--- src/bridge_window_pkg.sv ---
// Purpose: Shared constants and carriers for the bridge upper window registers.
// Assumes: Dword-aligned configuration offsets, active-low byte lanes.
// Notes:   Byte lane enables are active low, one per byte of the dword.
package bridge_window_pkg;

  localparam logic [7:0]  OFS_PREFETCH_BASE_HIGH  = 8'h28;
  localparam logic [7:0]  OFS_PREFETCH_LIMIT_HIGH = 8'h2c;
  localparam logic [7:0]  OFS_IO_HIGH             = 8'h30;
  localparam logic [7:0]  OFS_CAPABILITY          = 8'h34;
  localparam logic [7:0]  OFS_INTERRUPT           = 8'h3c;

  localparam logic [31:0] RST_PREFETCH_BASE_HIGH  = 32'h0000_0000;
  localparam logic [31:0] RST_PREFETCH_LIMIT_HIGH = 32'h0000_0000;
  localparam logic [15:0] RST_IO_BASE_HIGH        = 16'h0000;
  localparam logic [15:0] RST_IO_LIMIT_HIGH       = 16'h0000;
  localparam logic [7:0]  CAPABILITY_LIST_OFFSET  = 8'hdc;
  localparam logic [7:0]  INTERRUPT_PIN_VALUE     = 8'h00;

  localparam int          PREFETCH_GRAIN_BITS     = 20;
  localparam int          IO_GRAIN_BITS           = 12;
  localparam logic [3:0]  ADDR64_INDICATOR        = 4'h1;

  typedef struct packed {
    logic        valid;
    logic        write;
    logic [7:0]  offset;
    logic [3:0]  primary_command_byte_lanes;
    logic [31:0] wdata;
  } cfg_req_t;

  typedef struct packed {
    logic        hit;
    logic [31:0] rdata;
  } cfg_rsp_t;

  typedef struct packed {
    logic [63:0] addr;
    logic        is_io;
    logic        valid;
  } fwd_req_t;

endpackage : bridge_window_pkg

--- src/bridge_window_upper_config_regs.sv ---
// Purpose: Upper halves of the prefetchable and I/O forwarding windows, the
//          capability pointer and the interrupt pin field, plus the window check.
// Assumes: Lower base/limit fields arrive as inputs from the neighbouring bank.
// Notes:   Overview of operation below; read data is registered one cycle later.
//          Writes take effect at the next edge and give no response.
//          The forward check answers one cycle after each request.
//          Dword map: 0x28 upper prefetch base, 0x2c upper prefetch limit,
//          0x30 upper I/O base in bytes 0-1 and upper I/O limit in bytes 2-3,
//          0x34 capability pointer, 0x3c interrupt pin field in byte 1.
//          Every other offset reads zero without a hit and ignores writes.
`timescale 1ns/1ps
module bridge_window_upper_config_regs (
  input  wire logic                        core_clk,
  input  wire logic                        rst,
  // Configuration cycles from the primary bus and their read answers.
  input  wire bridge_window_pkg::cfg_req_t cfg_req,
  output      bridge_window_pkg::cfg_rsp_t cfg_rsp,
  // Lower window bits held by the neighbouring bank.
  input  wire logic [11:0]                 prefetch_base_low,
  input  wire logic [11:0]                 prefetch_limit_low,
  input  wire logic [3:0]                  io_base_low,
  input  wire logic [3:0]                  io_limit_low,
  output      logic [3:0]                  prefetch_addr64_ind,
  // Transaction address to be checked against the windows.
  input  wire bridge_window_pkg::fwd_req_t fwd_req,
  output      logic                        fwd_hit,
  // Register contents for the forwarding decode outside this bank.
  output      logic [31:0]                 prefetch_base_high,
  output      logic [31:0]                 prefetch_limit_high,
  output      logic [15:0]                 io_base_high,
  output      logic [15:0]                 io_limit_high
);

  logic [31:0]                 pf_base_q,  pf_base_d;
  logic [31:0]                 pf_limit_q, pf_limit_d;
  logic [15:0]                 io_base_q,  io_base_d;
  logic [15:0]                 io_limit_q, io_limit_d;
  bridge_window_pkg::cfg_rsp_t rsp_q,      rsp_d;
  logic                        hit_q,      hit_d;
  logic                        wr;
  logic                        rd;
  logic                        sel_pf_base;
  logic                        sel_pf_limit;
  logic                        sel_io;
  logic                        pf_lo_ok, pf_hi_ok;
  logic                        io_lo_ok, io_hi_ok;
  logic                        io_upper_zero;
  logic [31:0]                 lane_mask;
  logic [63:0]                 pf_lo_addr, pf_hi_addr;
  logic [31:0]                 io_lo_addr, io_hi_addr;

  // A request is taken on any edge at which valid is high, one per cycle.
  assign wr = cfg_req.valid && cfg_req.write;
  assign rd = cfg_req.valid && !cfg_req.write;

  // Offset decode for the write path; reads decode in their own case below.
  assign sel_pf_base  = (cfg_req.offset == bridge_window_pkg::OFS_PREFETCH_BASE_HIGH);
  assign sel_pf_limit = (cfg_req.offset == bridge_window_pkg::OFS_PREFETCH_LIMIT_HIGH);
  assign sel_io       = (cfg_req.offset == bridge_window_pkg::OFS_IO_HIGH);

  // Byte lane enables are active low; a cleared lane bit means the byte is written.
  genvar gi;
  generate
    for (gi = 0; gi < 4; gi++) begin : g_lane
      assign lane_mask[gi*8 +: 8] = {8{~cfg_req.primary_command_byte_lanes[gi]}};
    end
  endgenerate

  always_comb begin
    pf_base_d  = pf_base_q;
    pf_limit_d = pf_limit_q;
    io_base_d  = io_base_q;
    io_limit_d = io_limit_q;
    // Each enabled lane replaces one byte; disabled lanes keep the old byte.
    if (wr && sel_pf_base) begin
      pf_base_d = (pf_base_q & ~lane_mask) | (cfg_req.wdata & lane_mask);
    end
    if (wr && sel_pf_limit) begin
      pf_limit_d = (pf_limit_q & ~lane_mask) | (cfg_req.wdata & lane_mask);
    end
    // Both halves of the I/O dword change together when all lanes are on.
    if (wr && sel_io) begin
      io_base_d  = (io_base_q & ~lane_mask[15:0])
                 | (cfg_req.wdata[15:0] & lane_mask[15:0]);
      io_limit_d = (io_limit_q & ~lane_mask[31:16])
                 | (cfg_req.wdata[31:16] & lane_mask[31:16]);
    end
  end

  // Reads of the capability and interrupt dwords only return constants, so
  // writes there fall through the decode above and change nothing.
  always_comb begin
    rsp_d = '0;
    if (rd) begin
      rsp_d.hit = 1'b1;
      unique case (cfg_req.offset)
        bridge_window_pkg::OFS_PREFETCH_BASE_HIGH:  rsp_d.rdata = pf_base_q;
        bridge_window_pkg::OFS_PREFETCH_LIMIT_HIGH: rsp_d.rdata = pf_limit_q;
        bridge_window_pkg::OFS_IO_HIGH:             rsp_d.rdata = {io_limit_q, io_base_q};
        bridge_window_pkg::OFS_CAPABILITY: begin
          rsp_d.rdata = {24'h00_0000, bridge_window_pkg::CAPABILITY_LIST_OFFSET};
        end
        bridge_window_pkg::OFS_INTERRUPT: begin
          rsp_d.rdata = {16'h0000, bridge_window_pkg::INTERRUPT_PIN_VALUE, 8'h00};
        end
        default: rsp_d.hit = 1'b0;
      endcase
    end
  end

  // Assembled windows: base pads with zeros, limit pads with ones.
  // No enable qualifies the hit here; until software has written the bases
  // and limits the reset values describe no usable window, so the decode
  // outside this bank must not act on the hit before then.
  // The bridge may read ahead anywhere inside the prefetchable window, so it
  // must only cover targets whose reads have no side effects.
  always_comb begin
    pf_lo_addr = {pf_base_q, prefetch_base_low,
                  {bridge_window_pkg::PREFETCH_GRAIN_BITS{1'b0}}};
    pf_hi_addr = {pf_limit_q, prefetch_limit_low,
                  {bridge_window_pkg::PREFETCH_GRAIN_BITS{1'b1}}};
    io_lo_addr = {io_base_q, io_base_low,
                  {bridge_window_pkg::IO_GRAIN_BITS{1'b0}}};
    io_hi_addr = {io_limit_q, io_limit_low,
                  {bridge_window_pkg::IO_GRAIN_BITS{1'b1}}};
    // An I/O address must have its upper 32 bits clear to match at all.
    io_upper_zero = (fwd_req.addr[63:32] == 32'h0000_0000);
    io_lo_ok      = (fwd_req.addr[31:0] >= io_lo_addr);
    io_hi_ok      = (fwd_req.addr[31:0] <= io_hi_addr);
    pf_lo_ok      = (fwd_req.addr >= pf_lo_addr);
    pf_hi_ok      = (fwd_req.addr <= pf_hi_addr);
    hit_d = 1'b0;
    if (fwd_req.valid) begin
      if (fwd_req.is_io) begin
        hit_d = io_upper_zero && io_lo_ok && io_hi_ok;
      end else begin
        hit_d = pf_lo_ok && pf_hi_ok;
      end
    end
  end

  // Configuration registers; a read in the cycle after a write sees the new value.
  always_ff @(posedge core_clk or posedge rst) begin
    if (rst) begin
      pf_base_q  <= bridge_window_pkg::RST_PREFETCH_BASE_HIGH;
      pf_limit_q <= bridge_window_pkg::RST_PREFETCH_LIMIT_HIGH;
      io_base_q  <= bridge_window_pkg::RST_IO_BASE_HIGH;
      io_limit_q <= bridge_window_pkg::RST_IO_LIMIT_HIGH;
    end else begin
      pf_base_q  <= pf_base_d;
      pf_limit_q <= pf_limit_d;
      io_base_q  <= io_base_d;
      io_limit_q <= io_limit_d;
    end
  end

  // Read response, recomputed every cycle so it stands for one cycle only.
  always_ff @(posedge core_clk or posedge rst) begin
    if (rst) begin
      rsp_q <= '0;
    end else begin
      rsp_q <= rsp_d;
    end
  end

  // Forward check result, one cycle after each request.
  always_ff @(posedge core_clk or posedge rst) begin
    if (rst) begin
      hit_q <= 1'b0;
    end else begin
      hit_q <= hit_d;
    end
  end

  // The 64-bit flag belongs to the lower prefetch registers and is exported.
  assign prefetch_addr64_ind = bridge_window_pkg::ADDR64_INDICATOR;
  assign cfg_rsp             = rsp_q;
  assign fwd_hit             = hit_q;
  assign prefetch_base_high  = pf_base_q;
  assign prefetch_limit_high = pf_limit_q;
  assign io_base_high        = io_base_q;
  assign io_limit_high       = io_limit_q;

endmodule : bridge_window_upper_config_regs

--- config.mk ---
export PLATFORM = sky130hd
export DESIGN_NAME = bridge_window_upper_config_regs
export DESIGN_NICKNAME = d
export VERILOG_FILES = /design/src/bridge_window_pkg.sv /design/src/bridge_window_upper_config_regs.sv
export SDC_FILE = /design/constraint.sdc
export NUM_CORES = 1
export LEC_CHECK = 0
export CORE_MARGIN = 5
export CORE_UTILIZATION = 50
export DETAILED_ROUTE_END_ITERATION = 16
export DONT_BUFFER_PORTS = 1
export GPL_TIMING_DRIVEN = 0
export HOLD_SLACK_MARGIN = 0.03
export PLACE_DENSITY_LB_ADDON = 0.15
export SKIP_CTS_REPAIR_TIMING = 1
export SLEW_MARGIN = 20
export SYNTH_ARGS = -nofsm -noshare
export SYNTH_HDL_FRONTEND = slang
export SYNTH_SLANG_ARGS = --single-unit
--- constraint.sdc ---
create_clock -name core_clk -period 9.4 [get_ports core_clk]
set_clock_uncertainty 0.2 [all_clocks]
set_input_delay 0 -clock core_clk [delete_from_list [all_inputs] [get_ports core_clk]]
set_output_delay 0 -clock core_clk [all_outputs]
set_load 0.03 [all_outputs]
==> flow_summary.json <==
{
  "status": "completed",
  "fin_cells": 1337,
  "avgSynthCellArea_um2": 8.70,
  "die-area_um2": 20000,
  "cpMostUsedCell": "dlygate4sd3_1",
  "grt-busiest-layer": "met2",
  "ir_worst_vdd_uv": 131,
  "ios": 280,
  "grt_max_degree": 73,
  "numCtsBuffers": 17,
  "cts_root_buffer": "clkbuf_16",
  "clkTransAtPathRegs_ps": 60,
  "crit_type": "in2reg",
  "diodes": 0,
  "worstHoldPathType": "in2reg",
  "ys_seq_elements": 130,
  "synthDistinctLibCells": 50,
  "finish.utilization_pct": 61.0,
  "report.final.slew_viol_count": 0,
  "via_per_inst": 5.98,
  "cts_tree": "yes",
  "finalCritPeriodShare_pct": 47.2,
  "worstSetupStartpoint": "cfg_req[42]",
  "clock-sinks": 130,
  "synth_area_um2": 8660,
  "fin_hold_ws_ps": 4.32,
  "grt_pass1_wl_mm": 45.0,
  "seq_area_frac_synth_pct": 37.6,
  "grt_overflow": 0,
  "layout-drive-gt1-share_pct": 7.19,
  "min_from": "cfg_req[45]",
  "leakage_nw": 5.15,
  "synth_area_leader_cell": "dfrtp_1",
  "placedCellCount": 1223,
  "port_buffers": 0,
  "dieHeight_um": 142,
  "synth_top_cell_area_share_pct": 37.6,
  "synthArstFlopShare_pct": 100,
  "post-dp-hpwl_mm": 24.1,
  "use_met1_pct": 37.3,
  "endpoint_kind": "flop",
  "cpPeakStageDelay_ps": 700,
  "crit_required_ps": 9560,
  "synth.yosys.warnings": 0,
  "initial_core_util_pct": 50.6,
  "first_global_vias": 7592,
  "worstPathCellList": "dlygate4sd3_1, or4_1, dlygate4sd3_1, buf_2, nor2b_1, buf_2, nand4_1, dlygate4sd3_1, nor2_2, nand2_1, dlygate4sd3_1, o21ai_0, dlygate4sd3_1",
  "drv_cap": 0,
  "dr.pass1.iters": 5,
  "wl_per_cell_um": 23.4,
  "synth_cells": 995,
  "start_kind": "input pin",
  "use_met2_pct": 47.1,
  "fmax_mhz": 225,
  "cts_buffer_depth": 2,
  "tightestPinTransition_ps": 962,
  "gr-usage-met3_pct": 11.5,
  "rsz0062_at_grt": "no",
  "yosysMostFrequentCell": "nand2_1",
  "grt_usage_pct": 29.8,
  "worst-path-buf-inv": 7,
  "power.density_nw_per_um2": 142,
  "arrival_ps": 4600,
  "crit_family": "buffers and inverters",
  "synth_commonest_cells": "nand2_1 (148), o21ai_0 (132), dfrtp_1 (130), inv_1 (130), ha_1 (128)",
  "setup_tns_ps": 0,
  "final_hold_viol_count": 0,
  "yosys-top-cells-area": "dfrtp_1 (38%), ha_1 (18%), o21ai_0 (7.6%)",
  "slew_headroom_pct": 35.5,
  "nets": 1373,
  "drc_errors": 0,
  "setup_viol_count_final": 0,
  "area_growth_pct": 20.7,
  "cts.htree.levels": 4,
  "ant_nets": 0,
  "drtIter0Drc": 626,
  "synth_ff_type": "dfrtp_1",
  "coreArea_um2": 17100,
  "fill_cells": 1517,
  "path_max_fanout": 10,
  "crit_path_top_delay_cell": "dlygate4sd3_1",
  "gp_congestion": 0.913,
  "insertion_delay_ps": 430,
  "synth_edf_count": 0,
  "r2r_slack_ps": 5680,
  "vias": 7991,
  "die_w_um": 142,
  "fin_crit_ps": 4440,
  "rows": 48,
  "finalWirelength_mm": 31.3,
  "grt_antenna_before_repair": 0
}
## per-layer routing
layer  vias to the layer above  part of all wire, %
li1                       3698                    -
met1                      3850                   40
met2                       377                   46
met3                        66                   10
met4                         0                  3.3
met5                         -                    0
## worst paths after layout
kind,endpoint,depth (start not counted)
min in group asynchronous,asynchronous set/reset pin,4
worst min register to register,flop,2
worst max register to register,fwd_hit$_DFF_PP0_,10
worst max-delay path,flop,13
max in group asynchronous,asynchronous set/reset pin,4
worst min-delay path,flop,4
## cell usage in the layout, fill, tap and decap left out, types with 5 or more instances in the layout
cell           count
nor2_1            43
o21ai_2            8
ha_1             128
clkbuf_1          14
inv_1            129
nor3_1             5
nand3_1           13
buf_4              7
nor2b_1            7
buf_2             10
nor4_1            16
a31oi_1            6
clkbuf_16         17
dfrtp_1          130
nand4_1           36
dlygate4sd3_1     81
nand2_1          148
a21o_1            23
o21ai_0          132
a21oi_1           48
a22oi_1           27
## area by class of cell
| class | count | area [um2] | share of cell area, % |
|---|---|---|---|
| Inverter | 130 | 495 | 4.74 |
| Tap cell | 225 | 282 | 2.69 |
| Buffer | 34 | 196 | 1.88 |
| Clock inverter | 14 | 200 | 1.92 |
| Timing Repair Buffer | 83 | 866 | 8.29 |
| Clock buffer | 18 | 429 | 4.11 |
| Sequential cell | 130 | 3250 | 31.1 |
| Multi-Input combinational cell | 703 | 4730 | 45.2 |
## tightest hold or removal path: stages
cell and delay, ps:
nand2_2 330, nor3_4 120, nand2_1 60, o21ai_0 60
## kinds of logic (layout without fill, tap and decap cells)
| group | after synthesis | after routing | share of synthesized area, % |
|---|---|---|---|
| AO/OA/AOI/OAI | 270 | 270 | 18.4 |
| adder cells (fa/ha/maj) | 128 | 128 | 18.5 |
| AND/OR/NAND/NOR | 301 | 301 | 17.6 |
| buffers and inverters | 164 | 279 | 7.91 |
| other | 2 | 4 | 0.0868 |
| flip-flops | 130 | 130 | 37.6 |
## power breakdown
group,switching [W],internal [W]
sequential,0.0000355,0.000570
clock,0.000274,0.000447
combinational,0.0000938,0.0000645
total,0.000403,0.00108
## per-stage QoR
stage	power, W	instance area, um2	setup slack (ps)
final	0.00149	10400	4960
after global routing	0.00154	10400	4800
after CTS	0.00146	9610	6300
after detailed placement	0.000744	8980	6320
after global placement	0.000739	8950	4170
after floorplan	0.000706	8660	5730
(Power assumes the default switching activity.)
